[config.mk]
export PLATFORM = sky130hd
export DESIGN_NAME = spbmc_top
export DESIGN_NICKNAME = d
export VERILOG_FILES = /design/src/logic/spbmc_pkg.sv /design/src/logic/spbmc_baud.sv /design/src/logic/spbmc_top.sv
export SDC_FILE = /design/constraint.sdc
export NUM_CORES = 1
export LEC_CHECK = 0
export BUFFER_PORTS_ARGS = -buffer_cell sky130_fd_sc_hd__buf_2
export CAP_MARGIN = 10
export CORE_MARGIN = 5
export CORE_UTILIZATION = 56
export CTS_CLUSTER_DIAMETER = 30
export DETAILED_ROUTE_END_ITERATION = 8
export GPL_TIMING_DRIVEN = 0
export PLACE_DENSITY = 0.79
export SYNTH_ARGS = -nofsm -noshare
export SYNTH_HDL_FRONTEND = slang
export SYNTH_SLANG_ARGS = --single-unit
[constraint.sdc]
create_clock -name clk_sys_i -period 2.7 [get_ports clk_sys_i]
set_input_delay 0.54 -clock clk_sys_i [delete_from_list [all_inputs] [get_ports clk_sys_i]]
set_output_delay 0.54 -clock clk_sys_i [all_outputs]
set_load 0.01 [all_outputs]
[src/logic/spbmc_pkg.sv]
// Constants and types of the serial port mode and baud control block.
// Assumes one 200 MHz system clock; register indices are word numbers.
`default_nettype none

package spbmc_pkg;

  // Register indices; byte address is four times the index
  localparam logic [15:0] ASYNC_IDX  = 16'hFF70;
  localparam logic [15:0] SYNC_IDX   = 16'hFF72;
  localparam logic [15:0] BAUD_IDX   = 16'hFF73;
  localparam logic [15:0] TXDATA_IDX = 16'hFF74;
  localparam logic [15:0] RXDATA_IDX = 16'hFF75;
  localparam logic [15:0] STATUS_IDX = 16'hFF76;

  // Values after reset and writable-bit masks
  localparam logic [7:0] ASYNC_RST   = 8'h00;
  localparam logic [7:0] SYNC_RST    = 8'h00;
  localparam logic [7:0] BAUD_RST    = 8'h00;
  localparam logic [7:0] ASYNC_WMASK = 8'hFC;
  localparam logic [7:0] SYNC_WMASK  = 8'h86;
  localparam logic [7:0] BAUD_WMASK  = 8'hF0;

  // Field positions
  localparam int TXE_BIT  = 7;
  localparam int RXE_BIT  = 6;
  localparam int PAR_HI   = 5;
  localparam int PAR_LO   = 4;
  localparam int CL_BIT   = 3;
  localparam int SL_BIT   = 2;
  localparam int CSIE_BIT = 7;
  localparam int DIR_BIT  = 2;
  localparam int CSCK_BIT = 1;
  localparam int BSRC_HI  = 7;
  localparam int BSRC_LO  = 4;
  localparam int ST_TXBSY = 0;
  localparam int ST_RXFUL = 1;
  localparam int ST_PERR  = 2;
  localparam int ST_FERR  = 3;
  localparam int ST_OVR   = 4;

  // Baud source codes and counts
  localparam logic [3:0] BAUD_INT_MAX = 4'h7;
  localparam logic [3:0] BAUD_EXT_SEL = 4'h8;
  localparam logic [3:0] OVS_MID      = 4'h7;
  localparam logic [3:0] OVS_LAST     = 4'hF;
  localparam logic [3:0] TX_BASE_BITS = 4'h8;
  localparam logic [3:0] RX_BASE_IDX  = 4'h7;

  typedef enum logic [1:0] {
    PAR_NONE = 2'b00,
    PAR_ZERO = 2'b01,
    PAR_ODD  = 2'b10,
    PAR_EVEN = 2'b11
  } spbmc_par_t;

  typedef enum logic [1:0] {
    MODE_STOP = 2'b00,
    MODE_UART = 2'b01,
    MODE_3W   = 2'b10
  } spbmc_mode_t;

  typedef enum logic [1:0] {
    RX_IDLE  = 2'b00,
    RX_START = 2'b01,
    RX_DATA  = 2'b10
  } spbmc_rx_st_t;

endpackage

`default_nettype wire

[src/logic/spbmc_baud.sv]
// Baud generator: one tick per sixteenth of a bit period.
// Assumes the external clock pin is asynchronous to clk_sys_i.
`default_nettype none

module spbmc_baud
  import spbmc_pkg::*;
(
  input  wire logic       clk_sys_i,
  input  wire logic       rst_n_i,
  input  wire logic [3:0] baud_source_i,
  input  wire logic       ext_baud_clock_pin_i,
  output logic            tick16_o
);

  typedef struct packed {
    logic       e1;
    logic       e2;
    logic       e3;
    logic [7:0] div;
    logic       tick;
  } spbmc_brg_t;

  spbmc_brg_t s_ff;
  spbmc_brg_t nxt_s;
  logic [7:0] mask;

  // Tick every 2^n cycles, n = field + 1; bit = 16 ticks
  assign mask = 8'((9'h002 << baud_source_i[2:0]) - 9'h001);

  // Prescaler, pin synchroniser and tick select
  always_comb
  begin
    nxt_s      = s_ff;
    nxt_s.e1   = ext_baud_clock_pin_i;
    nxt_s.e2   = s_ff.e1;
    nxt_s.e3   = s_ff.e2;
    nxt_s.div  = s_ff.div + 8'h01;
    nxt_s.tick = 1'b0;
    if (baud_source_i <= BAUD_INT_MAX)
      nxt_s.tick = (s_ff.div & mask) == mask;
    else if (baud_source_i == BAUD_EXT_SEL)
      nxt_s.tick = s_ff.e2 & ~s_ff.e3;
    if (!rst_n_i)
      nxt_s = '0;
  end

  always_ff @(posedge clk_sys_i)
  begin
    s_ff <= nxt_s;
  end

  assign tick16_o = s_ff.tick;

  // Helper: cycles since last tick, valid only with a steady source
  logic [8:0] gap_q;
  logic [3:0] src_q;
  logic       seen_q;
  always_ff @(posedge clk_sys_i)
  begin
    src_q <= baud_source_i;
    if (!rst_n_i || src_q != baud_source_i)
    begin
      gap_q  <= 9'h001;
      seen_q <= 1'b0;
    end
    else if (tick16_o)
    begin
      gap_q  <= 9'h001;
      seen_q <= 1'b1;
    end
    else
      gap_q <= gap_q + 9'h001;
  end
endmodule // spbmc_baud

`default_nettype wire

[src/logic/spbmc_top.sv]
// Serial port mode control, baud generation and UART frame engine.
// Assumes an Avalon-MM master on clk_sys_i and asynchronous line pins.
//
// Functional notes
// - Internal baud equals system clock over 2^(n+1) times 8.
// - Upper nibble of baud control picks n; 10H is n=2, 70H n=8.
// - Baud control 80H divides the external baud clock pin by 16.
// - 31.25 kbps is reachable, e.g. from a 500.0 kHz external clock.
// - Three modes exist: stop, asynchronous UART, 3-wire serial I/O.
// - Stop mode transfers nothing and releases clock and data pins.
// - Sync mode register at FF72H resets 00H; bits 7, 2, 1 defined.
// - 3-wire enable bit stops the mode at 0, enables it at 1.
// - 3-wire clock select 0 takes pin clock, 1 the baud generator.
// - Async mode register at FF70H resets 00H; fields in bits 7..2.
// - UART sends and receives a character after a start bit, full duplex.
// - Parity 00 none, 01 zero bit without check, 10 odd, 11 even.
// - Length bit 0 gives 7, 1 gives 8 bits; stop bit 0 one, 1 two.
// - Source field 1000 selects external pin clock; codes 1001 to 1111 unused.
// - Receiver checks only one stop bit even when two are sent.
// - 7-bit characters drop bit 7 on send, read bit 7 as zero.
//
// Decided for this implementation: the Avalon-MM register port.
`default_nettype none

module spbmc_top
  import spbmc_pkg::*;
(
  input  wire logic        clk_sys_i,
  input  wire logic        rst_n_i,
  input  wire logic [17:0] avs_address_i,
  input  wire logic        avs_read_i,
  input  wire logic        avs_write_i,
  input  wire logic [31:0] avs_writedata_i,
  input  wire logic [3:0]  avs_byteenable_i,
  output logic      [31:0] avs_readdata_o,
  output logic             avs_waitrequest_o,
  input  wire logic        rxd_pin_i,
  output logic             txd_pin_o,
  output logic             txd_pin_oe_o,
  input  wire logic        serial_clock_pin_i,
  output logic             serial_clock_pin_o,
  output logic             serial_clock_pin_oe_o,
  input  wire logic        ext_baud_clock_pin_i,
  output logic             gpio_release_o
);

  typedef struct packed {
    logic         ack;
    logic [31:0]  rdata;
    logic [7:0]   asyn;
    logic [7:0]   sync;
    logic [7:0]   baud;
    logic         rx_s1;
    logic         rx_s2;
    logic         sck_s1;
    logic         sck_s2;
    logic         tx_busy;
    logic [11:0]  tx_sh;
    logic [3:0]   tx_bits;
    logic [3:0]   tx_ph;
    spbmc_rx_st_t rx_st;
    logic [3:0]   rx_ph;
    logic [3:0]   rx_cnt;
    logic [9:0]   rx_sh;
    logic [7:0]   rx_data;
    logic         rx_full;
    logic         perr;
    logic         ferr;
    logic         ovr;
    logic [3:0]   sck_ph;
  } spbmc_state_t;

  spbmc_state_t s_ff;
  spbmc_state_t nxt_s;

  logic        tick16;
  logic [15:0] idx;
  logic        req;
  logic        bus_do;
  logic        wr_lo;
  logic [7:0]  wd;
  logic [31:0] rd_mux;
  logic        txe;
  logic        rxe;
  logic        cl;
  logic        sl;
  spbmc_par_t  par;
  logic        par_on;
  logic        three_w;
  logic        csck;
  logic        uart_on;
  spbmc_mode_t mode;
  logic        sck_lvl;
  logic [7:0]  tx_d8;
  logic        tx_p;
  logic [8:0]  tx_pay;
  logic [11:0] tx_frame;
  logic [3:0]  tx_len;
  logic        tx_go;
  logic [3:0]  rx_last;
  logic [9:0]  rx_full_sh;
  logic [9:0]  rx_val;
  logic [7:0]  rx_d8;
  logic        rx_pbit;
  logic        rx_done;
  logic        rx_perr;
  logic        rd_rx;
  logic        wr_st;

  spbmc_baud u_baud (
    .clk_sys_i            (clk_sys_i),
    .rst_n_i              (rst_n_i),
    .baud_source_i        (s_ff.baud[BSRC_HI:BSRC_LO]),
    .ext_baud_clock_pin_i (ext_baud_clock_pin_i),
    .tick16_o             (tick16)
  );

  // Bus decode; one wait state, so read data come from a flop
  assign idx    = avs_address_i[17:2];
  assign req    = avs_read_i | avs_write_i;
  assign bus_do = req & s_ff.ack;
  assign wr_lo  = bus_do & avs_write_i & avs_byteenable_i[0];
  assign wd     = avs_writedata_i[7:0];
  assign rd_rx  = bus_do & avs_read_i & (idx == RXDATA_IDX);
  assign wr_st  = wr_lo & (idx == STATUS_IDX);
  assign avs_waitrequest_o = req & ~s_ff.ack;
  assign avs_readdata_o    = s_ff.rdata;

  // Read mux; unmapped words read as zero
  assign rd_mux =
    (idx == ASYNC_IDX)  ? {24'h000000, s_ff.asyn} :
    (idx == SYNC_IDX)   ? {24'h000000, s_ff.sync} :
    (idx == BAUD_IDX)   ? {24'h000000, s_ff.baud} :
    (idx == RXDATA_IDX) ? {24'h000000, s_ff.rx_data} :
    (idx == STATUS_IDX) ? {26'h0, sck_lvl, s_ff.ovr, s_ff.ferr,
                           s_ff.perr, s_ff.rx_full, s_ff.tx_busy} :
    32'h00000000;

  // Configuration fields
  assign txe     = s_ff.asyn[TXE_BIT];
  assign rxe     = s_ff.asyn[RXE_BIT];
  assign cl      = s_ff.asyn[CL_BIT];
  assign sl      = s_ff.asyn[SL_BIT];
  assign par     = spbmc_par_t'(s_ff.asyn[PAR_HI:PAR_LO]);
  assign par_on  = par != PAR_NONE;
  assign three_w = s_ff.sync[CSIE_BIT];
  assign csck    = s_ff.sync[CSCK_BIT];

  // Mode: 3-wire enable wins, then any UART direction, else stop
  assign uart_on = ~three_w & (txe | rxe);
  assign mode    = three_w ? MODE_3W : (uart_on ? MODE_UART : MODE_STOP);

  // Stop mode hands the pins back to the port logic
  assign gpio_release_o        = mode == MODE_STOP;
  assign txd_pin_o             = s_ff.tx_sh[0];
  assign txd_pin_oe_o          = (mode == MODE_UART) & txe;
  assign serial_clock_pin_o    = s_ff.sck_ph[3];
  assign serial_clock_pin_oe_o = three_w & csck;
  assign sck_lvl               = csck ? s_ff.sck_ph[3] : s_ff.sck_s2;

  // Transmit frame; 7-bit mode ignores data bit 7
  assign tx_d8 = cl ? wd : {1'b0, wd[6:0]};
  always_comb
  begin
    unique case (par)
      PAR_ODD:  tx_p = ~^tx_d8;
      PAR_EVEN: tx_p = ^tx_d8;
      PAR_ZERO: tx_p = 1'b0;
      PAR_NONE: tx_p = 1'b1;
    endcase
  end
  // With no parity the slot holds a stop level, so ones follow
  assign tx_pay   = cl ? {tx_p, tx_d8} : {1'b1, tx_p, tx_d8[6:0]};
  assign tx_frame = {2'b11, tx_pay, 1'b0};
  assign tx_len   = TX_BASE_BITS + {3'h0, cl} + {3'h0, par_on} + {3'h0, sl};
  assign tx_go    = wr_lo & (idx == TXDATA_IDX) & txe & ~three_w & ~s_ff.tx_busy;

  // Receive word; only one stop bit is sampled
  assign rx_last    = RX_BASE_IDX + {3'h0, cl} + {3'h0, par_on};
  assign rx_full_sh = {s_ff.rx_s2, s_ff.rx_sh[9:1]};
  assign rx_val     = rx_full_sh >> (2'h2 - {1'b0, cl} - {1'b0, par_on});
  assign rx_d8      = cl ? rx_val[7:0] : {1'b0, rx_val[6:0]};
  assign rx_pbit    = cl ? rx_val[8] : rx_val[7];
  assign rx_done    = (s_ff.rx_st == RX_DATA) & tick16 & (s_ff.rx_ph == OVS_LAST)
                      & (s_ff.rx_cnt == rx_last);
  always_comb
  begin
    unique case (par)
      PAR_ODD:  rx_perr = ~(^{rx_d8, rx_pbit});
      PAR_EVEN: rx_perr = ^{rx_d8, rx_pbit};
      PAR_ZERO: rx_perr = 1'b0;
      PAR_NONE: rx_perr = 1'b0;
    endcase
  end

  // Next state of the whole block
  always_comb
  begin
    nxt_s        = s_ff;
    nxt_s.ack    = req & ~s_ff.ack;
    nxt_s.rx_s1  = rxd_pin_i;
    nxt_s.rx_s2  = s_ff.rx_s1;
    nxt_s.sck_s1 = serial_clock_pin_i;
    nxt_s.sck_s2 = s_ff.sck_s1;
    if (req & ~s_ff.ack)
      nxt_s.rdata = rd_mux;

    // Register writes; must-be-zero bits stay zero
    if (wr_lo & (idx == ASYNC_IDX))
      nxt_s.asyn = wd & ASYNC_WMASK;
    if (wr_lo & (idx == SYNC_IDX))
      nxt_s.sync = wd & SYNC_WMASK;
    if (wr_lo & (idx == BAUD_IDX))
      nxt_s.baud = wd & BAUD_WMASK;

    // 3-wire serial clock divider, one period per bit
    if (tick16)
      nxt_s.sck_ph = s_ff.sck_ph + 4'h1;

    // Transmitter: shift out LSB first, ones fill behind
    if (s_ff.tx_busy && tick16)
    begin
      nxt_s.tx_ph = s_ff.tx_ph + 4'h1;
      if (s_ff.tx_ph == OVS_LAST)
      begin
        nxt_s.tx_sh   = {1'b1, s_ff.tx_sh[11:1]};
        nxt_s.tx_bits = s_ff.tx_bits - 4'h1;
        if (s_ff.tx_bits == 4'h0)
          nxt_s.tx_busy = 1'b0;
      end
    end
    if (tx_go)
    begin
      nxt_s.tx_busy = 1'b1;
      nxt_s.tx_sh   = tx_frame;
      nxt_s.tx_bits = tx_len;
      nxt_s.tx_ph   = 4'h0;
    end
    // Dropping the enable aborts the frame and idles the line
    if (!txe || three_w)
    begin
      nxt_s.tx_busy = 1'b0;
      nxt_s.tx_sh   = 12'hFFF;
    end

    // Receiver, 16x oversampled
    unique case (s_ff.rx_st)
      RX_IDLE:
      begin
        if (tick16 && !s_ff.rx_s2)
        begin
          nxt_s.rx_st = RX_START;
          nxt_s.rx_ph = 4'h0;
        end
      end
      RX_START:
      begin
        if (tick16)
        begin
          nxt_s.rx_ph = s_ff.rx_ph + 4'h1;
          // Glitch filter: start must still be low mid-bit
          if (s_ff.rx_ph == OVS_MID)
          begin
            nxt_s.rx_st  = s_ff.rx_s2 ? RX_IDLE : RX_DATA;
            nxt_s.rx_ph  = 4'h0;
            nxt_s.rx_cnt = 4'h0;
          end
        end
      end
      RX_DATA:
      begin
        if (tick16)
        begin
          nxt_s.rx_ph = s_ff.rx_ph + 4'h1;
          if (s_ff.rx_ph == OVS_LAST)
          begin
            nxt_s.rx_sh  = rx_full_sh;
            nxt_s.rx_cnt = s_ff.rx_cnt + 4'h1;
            if (s_ff.rx_cnt == rx_last)
              nxt_s.rx_st = RX_IDLE;
          end
        end
      end
      default:
        nxt_s.rx_st = RX_IDLE;
    endcase
    if (!rxe || three_w)
      nxt_s.rx_st = RX_IDLE;

    // Received word and flags; a new event beats a clear
    if (rx_done)
      nxt_s.rx_data = rx_d8;
    nxt_s.rx_full = (s_ff.rx_full & ~rd_rx) | rx_done;
    nxt_s.perr = (s_ff.perr & ~(wr_st & wd[ST_PERR])) | (rx_done & rx_perr);
    nxt_s.ferr = (s_ff.ferr & ~(wr_st & wd[ST_FERR])) | (rx_done & ~s_ff.rx_s2);
    nxt_s.ovr  = (s_ff.ovr & ~(wr_st & wd[ST_OVR]))
                 | (rx_done & s_ff.rx_full & ~rd_rx);

    if (!rst_n_i)
    begin
      nxt_s        = '0;
      nxt_s.asyn   = ASYNC_RST;
      nxt_s.sync   = SYNC_RST;
      nxt_s.baud   = BAUD_RST;
      nxt_s.rx_s1  = 1'b1;
      nxt_s.rx_s2  = 1'b1;
      nxt_s.tx_sh  = 12'hFFF;
      nxt_s.rx_st  = RX_IDLE;
    end
  end

  always_ff @(posedge clk_sys_i)
  begin
    s_ff <= nxt_s;
  end
endmodule // spbmc_top

`default_nettype wire

Yosys cells after proc, flatten, opt, wreduce, memory -nomap -nowiden. Cells that the tools add are included.

Shifts and indexed selects: 2. Add/subtract/negate cells: 14. Muxes and demuxes: 31. Magnitude comparators: 1. Reductions and logical operators: 30. Bitwise gates (word level): 50. Eq/ne operators: 24.

Operators by type and width (number): == test 16 bit, second input constant (6); two-way mux 8 bit (6); two-way mux 21 bit (2); bitwise AND 1 bit (32); two-way mux 10 bit (2); two-way mux 20 bit (1); two-way mux 17 bit (1); adder 4 x 1 -> 4 bit, second input constant (4); two-way mux 14 bit (1); adder 4 x 1 -> 4 bit (3); == test 4 bit, second input constant (3); two-way mux 6 bit (2); one-hot mux 4 bit (3 select lines) (1); NOT 1 bit (11); nonzero test 2 bit (5); right shift 10 x 2 -> 9 bit (1); two-way mux 9 bit (1); parity 9 bit (1); adder 8 x 1 -> 8 bit, second input constant (1); bitwise AND 8 bit (1); == test 8 bit (1); two-way mux 2 bit (4); != test 2 x 1 -> 1 bit, second input constant (4); one-hot mux 4 bit (2 select lines) (1); other kinds (32) (57).

Output and inout port bits: 38. Word-level logic and storage cells: 180. Bits of input ports: 61. Register bits after elaboration: 117.

Logic depth before layout (Yosys ltp).
Depth after elaboration: 10. Mapped depth: 10. Depth with buffers taken out: 9.

Cells and area by module. Synthesis repeated with hierarchy kept, for this count alone.

Cell total of the unflattened synthesis: 592. Area total of the unflattened synthesis: 5031.1 um^2.

By module, submodules not included: spbmc_top (sequential area each 1601.5 um^2, area each 4428.0 um^2, instances 1, cells each 528); spbmc_baud (sequential area each 240.2 um^2, area each 603.1 um^2, instances 1, cells each 64).

Least setup slack after synthesis. OpenSTA, ideal clock, no wires.

Path kind: input to register. Start point: in avs_address_i[9]. End point: reg s_ff[40] in the netlist's numbering. Arrival time: 2.090 ns. Setup slack: 0.545 ns. Stages on the path: 8. Buffers on the path: 1. Required time: 2.635 ns. Library setup time: 0.065 ns. Cell sequence: nand4bb_1 nor4_2 nand2b_2 or3_1 clkbuf_1 o32ai_1 a21oi_1 nor2b_1.

Word-level cells in the longest chain between the ends: 7. Elaborated cells between the ends (all ways): 9. Those cells by class: eq/ne: 1; mux: 1; bitwise: 4; reduce/logical: 3.

Ends and longest elaborated chain: from (decl) (RTL line spbmc_top.sv:30) `input wire logic [17:0] avs_address_i,`; == test 16 bit * (RTL line spbmc_top.sv:176) `assign tx_go = wr_lo & (idx == TXDATA_IDX) & txe & ~three_w & ~s_ff.tx_busy;`; bitwise AND 1 bit * (4 in a row) (RTL line spbmc_top.sv:176); nonzero test 2 bit (no line); AND reduction 2 bit (no line); to (signal assigned) (RTL line spbmc_top.sv:314) `s_ff <= nxt_s;`; to (decl) (RTL line spbmc_top.sv:73) `spbmc_state_t s_ff;`.

Every way passes the cells marked *; elsewhere a longest branch is shown, timed or not. A chain may end at the register's enable or synchronous reset.

Worst setup path in the final report.
Start point: reg s_ff[117] in the netlist's numbering. End point: out avs_waitrequest_o.

Word-level cells in the longest chain between the ends: 2.

Ends and longest elaborated chain: NOT 1 bit (RTL line spbmc_top.sv:126) `assign avs_waitrequest_o = req & ~s_ff.ack;`; bitwise AND 1 bit (RTL line spbmc_top.sv:126); to (decl) (RTL line spbmc_top.sv:36) `output logic avs_waitrequest_o,`.

No other way between the ends.

==> results by group <==
Run status
  • Status: complete, no violations

Yosys
  • XOR/XNOR share of the synthesized area: 0.0537
  • Mux cell area share after synthesis: 0.0344
  • Adder-cell area share of the yosys netlist: 0.0322
  • Ranking of synthesized cells by area: dfxtp_1 36%, nand2_1 5.6%, buf_4 4.8%
  • Synthesized area per cell: 8.47 µm²
  • Simple-gate area share of the yosys netlist: 0.234
  • Cell type with the highest aggregate area in the netlist: dfxtp_1
  • Most frequent cell after synthesis: dfxtp_1
  • Yosys top cell area share: 0.364
  • Main combinational cell family by area after synthesis: simple AND/OR/NAND/NOR gates
  • Seq/Total Area, Yosys: 0.364
  • Async SR Flop Fraction: 0
  • Yosys reg bits: 92
  • Synth cell count leaders: 92 x dfxtp_1, 76 x nand2_1, 34 x nor2_1
  • Mapped Area: between 0.005 and 0.006 mm²
  • Most used DFF post-synth: dfxtp_1
  • Mapped Cells: 597
  • Post-synth EDFFs: 0
  • Yosys warns: 0
  • Unique masters post-synth: 65
  • Compound-Gate Fraction of Synth Area: 0.180

Timing
  • Fin Setup TNS: 0 ns
  • Slew Limit Headroom: 0.561
  • Final Max Tran Viols: 0
  • Post-layout min period: between 2 and 3 ns
  • Final Skew: between 0.01 and 0.015 ns
  • Max Fclk: around 400 MHz
  • Part of the cycle the worst path needs: 0.940
  • Fin worst setup slack: 0.162 ns
  • Tightest Pin Transition: 0.657 ns
  • RSZ-0062 raised after global routing: false
  • Final Setup Violations: 0
  • Final Hold Violating Endpoints: 0

Job
  • Number of max-cap violations: 0

Clock network
  • CTS tree: built
  • Total CTS buffers: 9
  • Post-CTS resize count: 0
  • Post-cts hold buffer count: 0
  • CTS HTree Levels: 3
  • CTS Sinks: slightly above 90
  • Clk slew on worst S/H paths: 0.09 ns
  • Root Buffer: clkbuf_8
  • Setup bufs post-CTS: 0
  • Worst-skew pair later-pin latency: 0.37 ns
  • Clock Path Buffers: 2

Worst setup path
  • Critical path, cell by cell: or2_2 > clkbuf_1 > inv_1 > clkbuf_1 > buf_2
  • Worst stage delay on the critical path: between 0.4 and 0.5 ns
  • CP Data Required Time: roughly 2.2 ns
  • Crit path max fanout: 10
  • Top cell by count, worst path: clkbuf_1
  • Startpoint types: register
  • Slowest-stage cell, CP: clkbuf_1
  • Worst Setup End Kind: primary output
  • Critical path class: reg2out
  • WP data arrival: roughly 2.0 ns

Finish
  • Layout area overhead: 12.5%
  • Final net count: between 700 and 800
  • Sequential Area: between 0.0015 and 0.002 mm²
  • Layout cells sized above 1: 0.175
  • Filler cells: between 700 and 800
  • Non-filler cells, final: 787
  • Antenna diodes: 0
  • Area of the multi-input gates: approximately 0.0028 mm²

Floorplan
  • Die ar.: ~0.011 mm²
  • Die height: approximately 110 µm
  • IO Pins: a little under 100
  • DIE WIDTH: approximately 110 µm
  • Initial Utilization: 0.577
  • Core area: approximately 0.0088 mm²
  • Cell Rows: 34

Global routing
  • All-Layer GR Usage: 0.214
  • Largest net degree at the start of global routing: 17
  • Vias in the first global route: roughly 4,300
  • Total gr overflow: 0
  • Initial antenna violation count: 0
  • First-pass GRT wire length: roughly 20,000 µm

Detailed routing
  • Final wirelength: 11,900 µm
  • 1st-iter DRT viols: around 320
  • Drt wl/cell: ~15 µm
  • Remaining DRCs: 0
  • Routed vias: 4,357
  • Number of vias per cell: between 5 and 6
  • Antenna-violating nets left: 0
  • DR pass1 iterations: 7

Power and ir drop
  • Pleak: approximately 0.0023 µW
  • Tot Pwr: roughly 2500 µW
  • Worst VDD drop: roughly 0.26 mV
  • Power Density: about 450 mW/mm²

Placed design
  • Post-Place Cells: 771
  • DPL Wire Length: roughly 9000 µm
  • Gp weighted congestion: roughly 0.89
  • Port Buffers: between 40 and 50
  • Place WS: 0.165 ns

Hold path
  • Hold Crit Class: in2reg
[metal layers]
layer,part of all wire,vias up,routed length [µm],global-route usage
li1,-,2165,-,-
met1,0.42,2028,5040,0.271
met2,0.49,148,5830,0.368
met3,0.072,16,856,0.0524
met4,0.011,0,136,0.0502
met5,0,-,0,0
[sequential cells by signal (all words and copies together) (netlist names)]
| register | cells |
|---|---|
| s_ff | 55 |
| u_baud.s_ff | 11 |
| rx_full_sh | 10 |
| avs_readdata_o | 8 |
| par | 2 |
| cl | 1 |
| csck | 1 |
| rxe | 1 |
| serial_clock_pin_o | 1 |
| txd_pin_o | 1 |
| u_baud.tick16_o | 1 |
[report_power, final]
group / total [µW] / switching, µW / internal, µW
Sequential: 1390 / 14.1 / 1370
Combinational: 204 / 106 / 97.9
Clock: 952 / 519 / 433
Total: 2540 / 639 / 1910
[stage by stage]
stage          area [µm²]   util  hold slack (ns)
6_report             5690  0.649            0.357
5_1_grt              5690  0.649            0.372
4_1_cts              5690  0.649            0.357
3_5_place_dp         5490  0.627            0.397
3_3_place_gp         5490  0.627            0.391
2_1_floorplan        5140      -            0.386
[path summary, 6_finish.rpt]
check | to | slack [ns] | cells past startpoint | start
worst max-delay path | avs_waitrequest_o | 0.16 | 5 | s_ff[117]
worst min-delay path | s_ff[60] | 0.36 | 2 | rxd_pin_i
worst max register to register | u_baud.tick16_o | 0.34 | 8 | s_ff[66]
worst min register to register | rx_full_sh[9] | 0.42 | 1 | s_ff[60]
[critical path: cells and delay by family (launching register included)]
family	cells	cell delay, ns
buffers and inverters	4	1.02
flip-flops	1	0.33
AND/OR/NAND/NOR	1	0.29
[cell type report]
| type | instances | share of cell area |
|---|---|---|
| multi-input combinational | 444 | 0.490 |
| sequential | 92 | 0.324 |
| buffer | 70 | 0.0809 |
| timing repair buffer | 43 | 0.0378 |
| tap | 108 | 0.0237 |
| clock buffer | 9 | 0.0218 |
| clock inverter | 7 | 0.0130 |
| inverter | 14 | 0.00923 |
[cell usage in the layout, fill, tap and decap left out, drive strengths merged, types with 16 or more instances in the layout]
master | synthesis | layout
buf | 39 | 82
nand2 | 76 | 76
a21boi | 25 | 25
dfxtp | 92 | 92
nor2 | 34 | 34
nor2b | 19 | 19
nand3 | 28 | 28
and2 | 25 | 25
o21ai | 24 | 24
inv | 14 | 16
a21oi | 28 | 28
conb | 1 | 24
clkbuf | 31 | 40
xnor2 | 22 | 22
[logic make-up (layout without fill, tap and decap cells)]
| kind of cell | Yosys count | after routing |
|---|---|---|
| simple gates | 230 | 230 |
| compound gates | 129 | 129 |
| buf+inv | 84 | 143 |
| xor+xnor | 31 | 31 |
| other cells | 1 | 24 |
| fa+ha+maj | 13 | 13 |
| flops | 92 | 92 |
| mux | 17 | 17 |
(Power assumes the default switching activity.)
